--- src/logic/aew_pkg.sv ---
package aew_pkg;

  // ----------------------------------------------------------------
  // Register indices (byte address = index * 4)
  // ----------------------------------------------------------------
  localparam logic [3:0] IDX_WIN_START  = 4'h0;
  localparam logic [3:0] IDX_BLACK_ROW  = 4'h1;
  localparam logic [3:0] IDX_SUBSAMPLE  = 4'h2;
  localparam logic [3:0] IDX_STATS_BASE = 4'h3;
  localparam logic [3:0] IDX_READ_BASE  = 4'h4;
  localparam logic [3:0] IDX_STRIDE     = 4'h5;
  localparam logic [3:0] IDX_FRAME_SIZE = 4'h6;
  localparam logic [3:0] IDX_CONTROL    = 4'h7;
  localparam logic [3:0] IDX_STATUS     = 4'h8;

  // ----------------------------------------------------------------
  // Writable field masks (reserved bits read zero), then alignment masks
  // ----------------------------------------------------------------
  localparam logic [31:0] MASK_WIN_START  = 32'h0fff0fff;
  localparam logic [31:0] MASK_BLACK_ROW  = 32'h0fff007f;
  localparam logic [31:0] MASK_SUBSAMPLE  = 32'h00000f0f;
  localparam logic [31:0] MASK_STRIDE     = 32'h0000ffff;
  localparam logic [31:0] MASK_FRAME_SIZE = 32'h7fff0fff;
  localparam logic [31:0] MASK_STATS_ALN  = 32'hffffffc0;
  localparam logic [31:0] MASK_READ_ALN   = 32'hffffffe0;
  localparam logic [15:0] MASK_STRIDE_ALN = 16'hffe0;

  // ----------------------------------------------------------------
  // Field positions
  // ----------------------------------------------------------------
  localparam int VERT_LSB  = 16;
  localparam int VERT_MSB  = 27;
  localparam int HORZ_LSB  = 0;
  localparam int HORZ_MSB  = 11;
  localparam int HGT_MSB   = 6;
  localparam int VINC_LSB  = 8;
  localparam int VINC_MSB  = 11;
  localparam int HINC_MSB  = 3;
  localparam int BSEL_LSB  = 28;
  localparam int BSEL_MSB  = 30;
  localparam int CTRL_GO   = 0;

  // ----------------------------------------------------------------
  // Reset values and codes
  // ----------------------------------------------------------------
  localparam logic [31:0] RST_WORD      = 32'h00000000;
  localparam logic [2:0]  BSEL_RESERVED = 3'h7;
  localparam logic [3:0]  NUM_REGS      = 4'h9;

  typedef enum logic [1:0] {AEW_IDLE, AEW_LINE, AEW_PIX} aew_state_t;

endpackage : aew_pkg

--- src/logic/aew_fetch_top.sv ---
`timescale 1ns/1ps
`default_nettype none
// ----------------------------------------------------------------
// Notes on behaviour
// - Vertical window start from bits 27:16
// - Horizontal window start from bits 11:0
// - Black row: own start, shares horizontal
// - Black height is (code+1)*2
// - Vertical sample step is (code+1)*2
// - Horizontal sample step is (code+1)*2
// - Stats base drops low six bits
// - Address writes apply next frame only
// - Read base drops low five bits
// - Line stride drops low five bits
// - Three-bit code selects ten-bit window
// - Lines per frame from bits 27:16
// - Pixels per line from bits 11:0
// ----------------------------------------------------------------
module aew_fetch_top (
  input  wire logic        i_ref_clk,
  input  wire logic        i_sys_rst,
  input  wire logic        i_ce,
  input  wire logic [3:0]  i_addr,
  input  wire logic [31:0] i_wdata,
  input  wire logic        i_wr,
  input  wire logic        i_rd,
  output logic      [31:0] o_rdata,
  output logic             o_busy,
  output logic             o_mem_req,
  output logic      [31:0] o_mem_addr,
  input  wire logic        i_mem_ack,
  input  wire logic        i_mem_vld,
  input  wire logic [15:0] i_mem_word,
  output logic      [9:0]  o_pix,
  output logic             o_pix_vld,
  output logic      [11:0] o_win_v_start,
  output logic      [11:0] o_win_h_start,
  output logic      [11:0] o_black_v_start,
  output logic      [8:0]  o_black_height,
  output logic      [5:0]  o_v_step,
  output logic      [5:0]  o_h_step,
  output logic      [31:0] o_stats_base
);

  // ----------------------------------------------------------------
  // Registers written by software
  // ----------------------------------------------------------------
  logic [31:0] win_start_ff;
  logic [31:0] black_row_ff;
  logic [31:0] subsample_ff;
  logic [31:0] stats_base_ff;
  logic [31:0] read_base_ff;
  logic [31:0] stride_ff;
  logic [31:0] frame_size_ff;
  logic        go_ff;

  // Shadows latched at frame start
  logic [31:0] act_stats_ff;
  logic [31:0] act_read_ff;
  logic [15:0] act_stride_ff;
  logic [11:0] act_lines_ff;
  logic [11:0] act_pix_ff;
  logic [2:0]  act_sel_ff;

  // Fetch engine state
  aew_pkg::aew_state_t state_ff;
  aew_pkg::aew_state_t nxt_state;
  logic [11:0] line_idx_ff;
  logic [11:0] pix_cnt_ff;
  logic [31:0] line_addr_ff;
  logic [31:0] rdata_ff;
  logic        frame_done_ff;

  logic        start_frame;

  // Field step: (code + 1) * 2, used for all spacing fields
  function automatic logic [8:0] dbl_plus_one(input logic [6:0] code);
    dbl_plus_one = {1'b0, code, 1'b0} + 9'h002;
  endfunction : dbl_plus_one

  // ----------------------------------------------------------------
  // Register writes
  // ----------------------------------------------------------------
  // masked writes; stats base and read base are stored unmasked
  always_ff @(posedge i_ref_clk) begin
    if (i_sys_rst) begin
      win_start_ff  <= aew_pkg::RST_WORD;
      black_row_ff  <= aew_pkg::RST_WORD;
      subsample_ff  <= aew_pkg::RST_WORD;
      stats_base_ff <= aew_pkg::RST_WORD;
      read_base_ff  <= aew_pkg::RST_WORD;
      stride_ff     <= aew_pkg::RST_WORD;
      frame_size_ff <= aew_pkg::RST_WORD;
    end else if (i_ce && i_wr) begin
      unique case (i_addr)
        aew_pkg::IDX_WIN_START:  win_start_ff  <= i_wdata & aew_pkg::MASK_WIN_START;
        aew_pkg::IDX_BLACK_ROW:  black_row_ff  <= i_wdata & aew_pkg::MASK_BLACK_ROW;
        aew_pkg::IDX_SUBSAMPLE:  subsample_ff  <= i_wdata & aew_pkg::MASK_SUBSAMPLE;
        aew_pkg::IDX_STATS_BASE: stats_base_ff <= i_wdata;
        aew_pkg::IDX_READ_BASE:  read_base_ff  <= i_wdata;
        aew_pkg::IDX_STRIDE:     stride_ff     <= i_wdata & aew_pkg::MASK_STRIDE;
        aew_pkg::IDX_FRAME_SIZE: frame_size_ff <= i_wdata & aew_pkg::MASK_FRAME_SIZE;
        default: ;
      endcase
    end
  end

  // Start pulse; a start while busy is dropped
  always_ff @(posedge i_ref_clk) begin
    if (i_sys_rst) begin
      go_ff <= 1'b0;
    end else if (i_ce) begin
      go_ff <= i_wr && (i_addr == aew_pkg::IDX_CONTROL) && i_wdata[aew_pkg::CTRL_GO];
    end
  end

  assign start_frame = go_ff && (state_ff == aew_pkg::AEW_IDLE);

  // ----------------------------------------------------------------
  // Read back, one cycle latency
  // ----------------------------------------------------------------
  // latest value readback
  always_ff @(posedge i_ref_clk) begin
    if (i_sys_rst) begin
      rdata_ff <= aew_pkg::RST_WORD;
    end else if (i_ce) begin
      rdata_ff <= 32'h00000000;
      if (i_rd) begin
        unique case (i_addr)
          aew_pkg::IDX_WIN_START:  rdata_ff <= win_start_ff;
          aew_pkg::IDX_BLACK_ROW:  rdata_ff <= black_row_ff;
          aew_pkg::IDX_SUBSAMPLE:  rdata_ff <= subsample_ff;
          aew_pkg::IDX_STATS_BASE: rdata_ff <= stats_base_ff;
          aew_pkg::IDX_READ_BASE:  rdata_ff <= read_base_ff;
          aew_pkg::IDX_STRIDE:     rdata_ff <= stride_ff;
          aew_pkg::IDX_FRAME_SIZE: rdata_ff <= frame_size_ff;
          aew_pkg::IDX_STATUS:     rdata_ff <= {20'h00000, line_idx_ff} | 
                                               {30'h0, frame_done_ff, o_busy} << 30;
          default:                 rdata_ff <= 32'h00000000;
        endcase
      end
    end
  end

  assign o_rdata = rdata_ff;

  // ----------------------------------------------------------------
  // Frame shadows, taken only at frame start
  // ----------------------------------------------------------------
  // shadow at frame
  always_ff @(posedge i_ref_clk) begin
    if (i_sys_rst) begin
      act_stats_ff  <= aew_pkg::RST_WORD;
      act_read_ff   <= aew_pkg::RST_WORD;
      act_stride_ff <= 16'h0000;
      act_lines_ff  <= 12'h000;
      act_pix_ff    <= 12'h000;
      act_sel_ff    <= 3'h0;
    end else if (i_ce && start_frame) begin
      act_stats_ff  <= stats_base_ff & aew_pkg::MASK_STATS_ALN;
      act_read_ff   <= read_base_ff & aew_pkg::MASK_READ_ALN;
      act_stride_ff <= stride_ff[15:0] & aew_pkg::MASK_STRIDE_ALN;
      act_lines_ff  <= frame_size_ff[aew_pkg::VERT_MSB:aew_pkg::VERT_LSB];
      act_pix_ff    <= frame_size_ff[aew_pkg::HORZ_MSB:aew_pkg::HORZ_LSB];
      act_sel_ff    <= frame_size_ff[aew_pkg::BSEL_MSB:aew_pkg::BSEL_LSB];
    end
  end

  // ----------------------------------------------------------------
  // Fetch sequencer
  // ----------------------------------------------------------------
  always_comb begin
    nxt_state = state_ff;
    unique case (state_ff)
      aew_pkg::AEW_IDLE: begin
        if (start_frame) begin
          nxt_state = aew_pkg::AEW_LINE;
        end
      end
      aew_pkg::AEW_LINE: begin
        if (line_idx_ff >= act_lines_ff) begin
          nxt_state = aew_pkg::AEW_IDLE;
        end else if (i_mem_ack) begin
          nxt_state = aew_pkg::AEW_PIX;
        end
      end
      aew_pkg::AEW_PIX: begin
        if (act_pix_ff == 12'h000) begin
          nxt_state = aew_pkg::AEW_LINE;
        end else if (i_mem_vld && (pix_cnt_ff + 12'h001 >= act_pix_ff)) begin
          nxt_state = aew_pkg::AEW_LINE;
        end
      end
    endcase
  end

  always_ff @(posedge i_ref_clk) begin
    if (i_sys_rst) begin
      state_ff <= aew_pkg::AEW_IDLE;
    end else if (i_ce) begin
      state_ff <= nxt_state;
    end
  end

  // Line index and address walk
  // base plus stride
  always_ff @(posedge i_ref_clk) begin
    if (i_sys_rst) begin
      line_idx_ff  <= 12'h000;
      line_addr_ff <= aew_pkg::RST_WORD;
    end else if (i_ce) begin
      if (start_frame) begin
        line_idx_ff  <= 12'h000;
        line_addr_ff <= read_base_ff & aew_pkg::MASK_READ_ALN;
      end else if (state_ff == aew_pkg::AEW_PIX && nxt_state == aew_pkg::AEW_LINE) begin
        line_idx_ff  <= line_idx_ff + 12'h001;
        line_addr_ff <= line_addr_ff + {16'h0000, act_stride_ff};
      end
    end
  end

  // Pixel count within the line; zero-width lines end at once
  always_ff @(posedge i_ref_clk) begin
    if (i_sys_rst) begin
      pix_cnt_ff <= 12'h000;
    end else if (i_ce) begin
      if (state_ff != aew_pkg::AEW_PIX) begin
        pix_cnt_ff <= 12'h000;
      end else if (i_mem_vld) begin
        pix_cnt_ff <= pix_cnt_ff + 12'h001;
      end
    end
  end

  // Done flag, cleared by the next start
  always_ff @(posedge i_ref_clk) begin
    if (i_sys_rst) begin
      frame_done_ff <= 1'b0;
    end else if (i_ce) begin
      if (state_ff == aew_pkg::AEW_LINE && nxt_state == aew_pkg::AEW_IDLE) begin
        frame_done_ff <= 1'b1;
      end else if (start_frame) begin
        frame_done_ff <= 1'b0;
      end
    end
  end

  assign o_busy     = (state_ff != aew_pkg::AEW_IDLE);
  assign o_mem_req  = (state_ff == aew_pkg::AEW_LINE) && (line_idx_ff < act_lines_ff);
  assign o_mem_addr = line_addr_ff;

  // ----------------------------------------------------------------
  // Pixel extraction
  // ----------------------------------------------------------------
  aew_bit_window_select u_bit_window_select (
    .i_ref_clk (i_ref_clk),
    .i_sys_rst (i_sys_rst),
    .i_ce      (i_ce),
    .i_vld     (i_mem_vld && (state_ff == aew_pkg::AEW_PIX) && (act_pix_ff != 12'h000)),
    .i_sel     (act_sel_ff),
    .i_word    (i_mem_word),
    .o_pix     (o_pix),
    .o_vld     (o_pix_vld)
  );

  // ----------------------------------------------------------------
  // Window geometry towards the statistics core
  // ----------------------------------------------------------------
  always_ff @(posedge i_ref_clk) begin
    if (i_sys_rst) begin
      o_win_v_start   <= 12'h000;
      o_win_h_start   <= 12'h000;
      o_black_v_start <= 12'h000;
      o_black_height  <= 9'h000;
      o_v_step        <= 6'h00;
      o_h_step        <= 6'h00;
      o_stats_base    <= aew_pkg::RST_WORD;
    end else if (i_ce) begin
      o_win_v_start   <= win_start_ff[aew_pkg::VERT_MSB:aew_pkg::VERT_LSB];
      o_win_h_start   <= win_start_ff[aew_pkg::HORZ_MSB:aew_pkg::HORZ_LSB];
      o_black_v_start <= black_row_ff[aew_pkg::VERT_MSB:aew_pkg::VERT_LSB];
      o_black_height  <= dbl_plus_one(black_row_ff[aew_pkg::HGT_MSB:0]);
      o_v_step        <= 6'(dbl_plus_one({3'h0,
                           subsample_ff[aew_pkg::VINC_MSB:aew_pkg::VINC_LSB]}));
      o_h_step        <= 6'(dbl_plus_one({3'h0, subsample_ff[aew_pkg::HINC_MSB:0]}));
      o_stats_base    <= act_stats_ff;
    end
  end

  // ----------------------------------------------------------------
  // Checks
  // ----------------------------------------------------------------
  property p_read_align;
    @(posedge i_ref_clk) disable iff (i_sys_rst)
      o_mem_req |-> (o_mem_addr[4:0] == 5'h00);
  endproperty
  a_read_align: assert property (p_read_align) else $error("fetch address misaligned");

  property p_stats_align;
    @(posedge i_ref_clk) disable iff (i_sys_rst)
      o_stats_base[5:0] == 6'h00;
  endproperty
  a_stats_align: assert property (p_stats_align) else $error("stats base misaligned");

  property p_next_line;
    @(posedge i_ref_clk) disable iff (i_sys_rst)
      (i_ce && state_ff == aew_pkg::AEW_PIX && nxt_state == aew_pkg::AEW_LINE)
      |=> (o_mem_addr == $past(o_mem_addr) + {16'h0000, act_stride_ff});
  endproperty
  a_next_line: assert property (p_next_line) else $error("line step wrong");

  property p_shadow_hold;
    @(posedge i_ref_clk) disable iff (i_sys_rst)
      (o_busy && $past(o_busy)) |-> $stable(act_read_ff);
  endproperty
  a_shadow_hold: assert property (p_shadow_hold) else $error("shadow moved mid frame");

  property p_line_limit;
    @(posedge i_ref_clk) disable iff (i_sys_rst)
      o_busy |-> (line_idx_ff <= act_lines_ff);
  endproperty
  a_line_limit: assert property (p_line_limit) else $error("too many lines");

  property p_pix_limit;
    @(posedge i_ref_clk) disable iff (i_sys_rst)
      (state_ff == aew_pkg::AEW_PIX) |-> (pix_cnt_ff < act_pix_ff || act_pix_ff == 12'h000);
  endproperty
  a_pix_limit: assert property (p_pix_limit) else $error("too many pixels");

  property p_step_even;
    @(posedge i_ref_clk) disable iff (i_sys_rst)
      $past(i_ce) |-> (o_h_step[0] == 1'b0 && o_v_step[0] == 1'b0 &&
                       o_black_height[0] == 1'b0);
  endproperty
  a_step_even: assert property (p_step_even) else $error("odd step");

  property p_rsvd_zero;
    @(posedge i_ref_clk) disable iff (i_sys_rst)
      (i_ce && i_rd && i_addr == aew_pkg::IDX_SUBSAMPLE) |=> (o_rdata[31:12] == 20'h0);
  endproperty
  a_rsvd_zero: assert property (p_rsvd_zero) else $error("reserved bits set");

endmodule : aew_fetch_top
`default_nettype wire

--- src/logic/aew_bit_window_select.sv ---
`timescale 1ns/1ps
`default_nettype none
// Picks ten bits from a fetched 16-bit word, registered output
module aew_bit_window_select (
  input  wire logic        i_ref_clk,
  input  wire logic        i_sys_rst,
  input  wire logic        i_ce,
  input  wire logic        i_vld,
  input  wire logic [2:0]  i_sel,
  input  wire logic [15:0] i_word,
  output logic      [9:0]  o_pix,
  output logic             o_vld
);

  // ----------------------------------------------------------------
  // Shifted window select
  // ----------------------------------------------------------------
  // shifted bit window
  always_ff @(posedge i_ref_clk) begin
    if (i_sys_rst) begin
      o_pix <= 10'h000;
      o_vld <= 1'b0;
    end else if (i_ce) begin
      o_vld <= i_vld && (i_sel != aew_pkg::BSEL_RESERVED);
      if (i_vld && (i_sel != aew_pkg::BSEL_RESERVED)) begin
        o_pix <= 10'((i_word >> i_sel));
      end
    end
  end

endmodule : aew_bit_window_select
`default_nettype wire

--- config.mk ---
export PLATFORM = sky130hd
export DESIGN_NAME = aew_fetch_top
export DESIGN_NICKNAME = d
export VERILOG_FILES = /design/src/logic/aew_pkg.sv /design/src/logic/aew_fetch_top.sv /design/src/logic/aew_bit_window_select.sv
export SDC_FILE = /design/constraint.sdc
export NUM_CORES = 1
export LEC_CHECK = 0
export BUFFER_PORTS_ARGS = -buffer_cell sky130_fd_sc_hd__buf_2
export CELL_PAD_IN_SITES_DETAIL_PLACEMENT = 1
export CELL_PAD_IN_SITES_GLOBAL_PLACEMENT = 2
export CORE_UTILIZATION = 34
export DETAILED_ROUTE_END_ITERATION = 16
export GPL_ROUTABILITY_DRIVEN = 0
export PLACE_DENSITY = 0.87
export REMOVE_ABC_BUFFERS = 1
export SYNTH_ARGS = -nofsm -noshare
export SYNTH_HDL_FRONTEND = slang
export SYNTH_SLANG_ARGS = --single-unit
--- constraint.sdc ---
create_clock -name i_ref_clk -period 3.5 [get_ports i_ref_clk]
set_input_delay 0.175 -clock i_ref_clk [delete_from_list [all_inputs] [get_ports i_ref_clk]]
set_output_delay 0.175 -clock i_ref_clk [all_outputs]
set_load 0.01 [all_outputs]
==> report_table.html <==
<table>
<tr><th>Metric</th><th>Value</th></tr>
<tr><th colspan="2">Run status</th></tr>
<tr><td>Outcome</td><td>completed</td></tr>
<tr><th colspan="2">Cells and area</th></tr>
<tr><td>Number of nets in the layout</td><td>between 2,000 and 2,500</td></tr>
<tr><td>Post-layout util</td><td>0.415</td></tr>
<tr><td>Syn-to-layout area delta</td><td>20.5%</td></tr>
<tr><td>Most frequent cells in the layout</td><td>nand2_1, dfxtp_1, a21oi_1</td></tr>
<tr><td>Proportion of layout cells with a drive suffix above 1</td><td>0.157</td></tr>
<tr><td>Most frequent standard cell in the layout excluding fill and tap cells</td><td>nand2_1</td></tr>
<tr><td>Final-layout fill cell count</td><td>slightly above 6,000</td></tr>
<tr><th colspan="2">STA</th></tr>
<tr><td>Minimum hold slack</td><td>between 10 and 15 ps</td></tr>
<tr><td>RSZ-0062 raised after global routing</td><td>no</td></tr>
<tr><td>Final hold violation count</td><td>0</td></tr>
<tr><td>Count of pins over their slew limit</td><td>0</td></tr>
<tr><td>Minimum clock period after layout</td><td>around 3300 ps</td></tr>
<tr><td>Final setup skew</td><td>28.5 ps</td></tr>
<tr><td>Slew of the pin with the lowest slew margin</td><td>1000 ps</td></tr>
<tr><td>Period utilisation layout</td><td>0.945</td></tr>
<tr><td>Setup TNS</td><td>0 ps</td></tr>
<tr><td>Rel. slew slack</td><td>0.333</td></tr>
<tr><td>Highest Clock Rate</td><td>approximately 300 MHz</td></tr>
<tr><td>Total of endpoints with negative setup slack in the final report</td><td>0</td></tr>
<tr><th colspan="2">Detailed routing</th></tr>
<tr><td>Violation count after the first detailed-route iteration</td><td>roughly 950</td></tr>
<tr><td>Total routed wirelength</td><td>about 64,000 um</td></tr>
<tr><td>DRC violations left</td><td>0</td></tr>
<tr><td>Vias per Instance</td><td>between 5 and 6</td></tr>
<tr><td>DR pass1 iterations</td><td>5</td></tr>
<tr><td>Count of vias placed by the detailed router</td><td>between 15,000 and 20,000</td></tr>
<tr><td>Post-route antenna net violation count</td><td>0</td></tr>
<tr><td>Average wire per cell in the routed design</td><td>~21 um</td></tr>
<tr><th colspan="2">Synth</th></tr>
<tr><td>Async set-or-reset flop fraction in the synthesized netlist</td><td>0</td></tr>
<tr><td>Avg Cell Area, Syn</td><td>between 8 and 9 sq um</td></tr>
<tr><td>Number of enable-type register cells in the synthesized netlist</td><td>0</td></tr>
<tr><td>Number of synthesized register bits</td><td>400</td></tr>
<tr><td>Count of mapped cells out of synthesis</td><td>between 2,000 and 2,500</td></tr>
<tr><td>Count of synthesis-stage warnings from yosys</td><td>0</td></tr>
<tr><td>Netlist Area Pre-Place</td><td>17,600 sq um</td></tr>
<tr><td>Distinct cells, synth</td><td>70</td></tr>
<tr><td>Register area share after synthesis</td><td>0.454</td></tr>
<tr><td>Top flip-flop cell by instance count after synthesis</td><td>dfxtp_1</td></tr>
<tr><th colspan="2">CTS</th></tr>
<tr><td>Clock slew at reported path FFs</td><td>60 ps</td></tr>
<tr><td>Root buffer cell</td><td>clkbuf_16</td></tr>
<tr><td>Clock net sink count</td><td>400</td></tr>
<tr><td>Clock latency of the later-clocked register in the worst-skew pair</td><td>about 600 ps</td></tr>
<tr><td>H-Tree Depth</td><td>2</td></tr>
<tr><td>TritonCTS clock tree</td><td>built</td></tr>
<tr><td>Cts bufs inserted</td><td>46</td></tr>
<tr><td>Buffers from clock root to sink, at most</td><td>3</td></tr>
<tr><th colspan="2">Setup path</th></tr>
<tr><td>Sequence of cells on the critical path</td><td>and3_1 -&gt; nand4_1 -&gt; nor2_2 -&gt; nand3_1 -&gt; xnor2_1 -&gt; ha_1 -&gt; nand3_1 -&gt; or2_2 -&gt; o221a_2 -&gt; o31ai_4 -&gt; buf_4 -&gt; buf_12 -&gt; nor2_1 -&gt; a2111oi_0</td></tr>
<tr><td>CP startpoint</td><td>pix_cnt_ff[0]</td></tr>
<tr><td>Worst reg2reg path startpoint</td><td>pix_cnt_ff[0]</td></tr>
<tr><td>R2r setup slk</td><td>roughly 190 ps</td></tr>
<tr><td>Worst path arrival time</td><td>around 3800 ps</td></tr>
<tr><td>Crit-path most repeated cell</td><td>nand3_1</td></tr>
<tr><td>Type of element launching the critical path</td><td>flip-flop</td></tr>
<tr><td>Crit. path cell count</td><td>14</td></tr>
<tr><td>Setup Crit Path Kind</td><td>flip-flop to flip-flop</td></tr>
<tr><td>CP Capture Type</td><td>flip-flop</td></tr>
<tr><td>R2r worst-path depth</td><td>14</td></tr>
<tr><td>Crit path required time</td><td>around 4000 ps</td></tr>
<tr><td>Slowest cell on the critical path</td><td>dfxtp_2</td></tr>
<tr><td>Crit path buffers/inverters</td><td>2</td></tr>
<tr><td>Largest stage delay on the critical path</td><td>around 400 ps</td></tr>
<tr><td>Biggest fanout along the worst timing path</td><td>15</td></tr>
<tr><td>Family with the most delay on the worst path</td><td>simple AND/OR/NAND/NOR gates</td></tr>
<tr><th colspan="2">Min path</th></tr>
<tr><td>Worst hold-check path type</td><td>primary input to flip-flop</td></tr>
<tr><td>Cell count of the worst hold path</td><td>2</td></tr>
<tr><td>Worst hold path startpoint</td><td>i_sys_rst</td></tr>
<tr><th colspan="2">Pwr</th></tr>
<tr><td>Worst-case vdd ir drop</td><td>0.271 mV</td></tr>
<tr><td>Static leakage</td><td>about 0.0082 uW</td></tr>
<tr><td>Total power per unit cell area</td><td>467 nW/um^2</td></tr>
<tr><th colspan="2">Global routing</th></tr>
<tr><td>Antenna violations before repair</td><td>1</td></tr>
<tr><td>Busiest layer in global routing</td><td>met2</td></tr>
<tr><td>GR Util met3</td><td>0.0373</td></tr>
<tr><td>Largest net degree at the start of global routing</td><td>around 160</td></tr>
<tr><td>GRT met2 Usage</td><td>0.411</td></tr>
<tr><td>All-Layer GR Usage</td><td>0.237</td></tr>
<tr><td>Global-route wire length before repair</td><td>~99,000 um</td></tr>
<tr><td>Met1 Usage GRT</td><td>0.294</td></tr>
<tr><td>Vias in the first global route</td><td>about 17,000</td></tr>
<tr><td>Grt total ovfl</td><td>0</td></tr>
<tr><th colspan="2">Die</th></tr>
<tr><td>Boundary Pins</td><td>roughly 230</td></tr>
<tr><td>Core area</td><td>51,300 sq um</td></tr>
<tr><td>Die width</td><td>~230 um</td></tr>
<tr><td>DIE AREA</td><td>52,800 sq um</td></tr>
<tr><td>Starting utilization of the core area</td><td>0.344</td></tr>
<tr><td>Die height</td><td>230 um</td></tr>
<tr><td>Placement row count</td><td>a little over 80</td></tr>
<tr><th colspan="2">Job</th></tr>
<tr><td>Reported max-cap violation count</td><td>0</td></tr>
<tr><th colspan="2">Placement</th></tr>
<tr><td>Final HPWL from detailed placement</td><td>43,200 um</td></tr>
<tr><td>Number of buffers added on ports</td><td>210</td></tr>
</table>
-- where the power goes --
part,internal [uW],switching (uW)
logic,142,332
registers,4580,21.7
clock network,2880,1990
-- sequential cells by signal, summed over array words and instances, names as in the netlist, 3 cells and up --
signal	cells
frame_size_ff	27
o_win_v_start	12
pix_cnt_ff	12
act_stats_ff	26
act_lines_ff	12
o_rdata	32
act_sel_ff	3
stats_base_ff	32
o_v_step	5
act_pix_ff	12
o_stats_base	26
subsample_ff	8
stride_ff	16
line_idx_ff	12
read_base_ff	32
o_mem_addr	27
o_win_h_start	12
win_start_ff	24
u_bit_window_select.o_pix	10
o_h_step	5
act_stride_ff	11
o_black_v_start	12
black_row_ff	19
o_black_height	8
-- synthesized netlist by cell type (all sizes together) (8+ instances only) --
master / count / area (sq um)
and3: 20 / 130
a21oi: 326 / 1630
a222oi: 16 / 160
a22oi: 58 / 435
xor2: 13 / 114
o211ai: 8 / 60.1
nand2: 521 / 1960
nand3: 33 / 165
buf: 36 / 214
nor4: 10 / 87.6
nor2: 200 / 751
ha: 43 / 538
a211oi: 40 / 320
a31oi: 14 / 87.6
inv: 39 / 146
clkbuf: 131 / 492
nor2b: 8 / 50.1
nor3: 20 / 105
o21ai: 42 / 210
mux2i: 91 / 911
xnor2: 14 / 123
nand4: 11 / 68.8
dfxtp: 400 / 8010
-- cell families after synthesis --
group	Yosys count	share of synthesized area
AO/OA/AOI/OAI	568	0.197
XOR/XNOR	27	0.0134
adder cells (fa/ha/maj)	44	0.0316
buffers and inverters	209	0.0489
flip-flops	400	0.454
multiplexers	98	0.0574
other	1	0.000212
AND/OR/NAND/NOR	850	0.198
-- area by class of cell --
type	count	area, sq um	area share
Inverter	42	158	0.00741
Antenna cell	1	2.50	0.000118
Tap cell	680	851	0.0400
Multi-Input combinational cell	1601	8910	0.419
Clock inverter	15	131	0.00618
Sequential cell	400	8010	0.377
Clock buffer	70	1390	0.0651
Timing Repair Buffer	292	1820	0.0855
-- through the flow --
| step | instance area [sq um] | power, uW | cells | worst slack, ps |
|---|---|---|---|---|
| 2_1_floorplan | 17000 | 4840 | 2043 | -375 |
| 3_3_place_gp | 19300 | 5130 | 2978 | 89.2 |
| 3_5_place_dp | 19300 | 5140 | 2978 | -34.8 |
| 4_1_cts | 21200 | 10000 | 3098 | 3.33 |
| 5_1_grt | 21300 | 10300 | 3100 | 10.5 |
| 6_report | 21300 | 9940 | 3101 | 191 |
-- path summary, 6_finish.rpt --
kind	to
hold reg to reg	read_base_ff[4]
setup reg to reg	o_mem_addr[22]
setup / recovery	o_mem_addr[22]
hold / removal	o_rdata[11]
-- worst register-to-register path, delay by kind of cell, from the launching register on --
family | cells | cell delay (ps)
AO/OA/AOI/OAI | 3 | 840
AND/OR/NAND/NOR | 7 | 1180
flip-flops | 1 | 400
XOR/XNOR | 1 | 170
buffers and inverters | 2 | 320
adder cells (fa/ha/maj) | 1 | 310
-- repair_timing --
item | 4_1_cts | 5_1_grt
hold buffers | 33 | 0
gates resized for setup | 1 | 10
pin swaps | 1 | 2
setup buffers | 2 | 2
setup endpoints to repair | 3 | 38
endpoints found under the hold margin | 160 | 0
-- routing by layer --
metal  wire length [um]  up-vias
li1                   -     7950
met1              27900     8233
met2              31100      379
met3               2950      123
met4               2170        2
met5                 17        -
(Power assumes the default switching activity.)
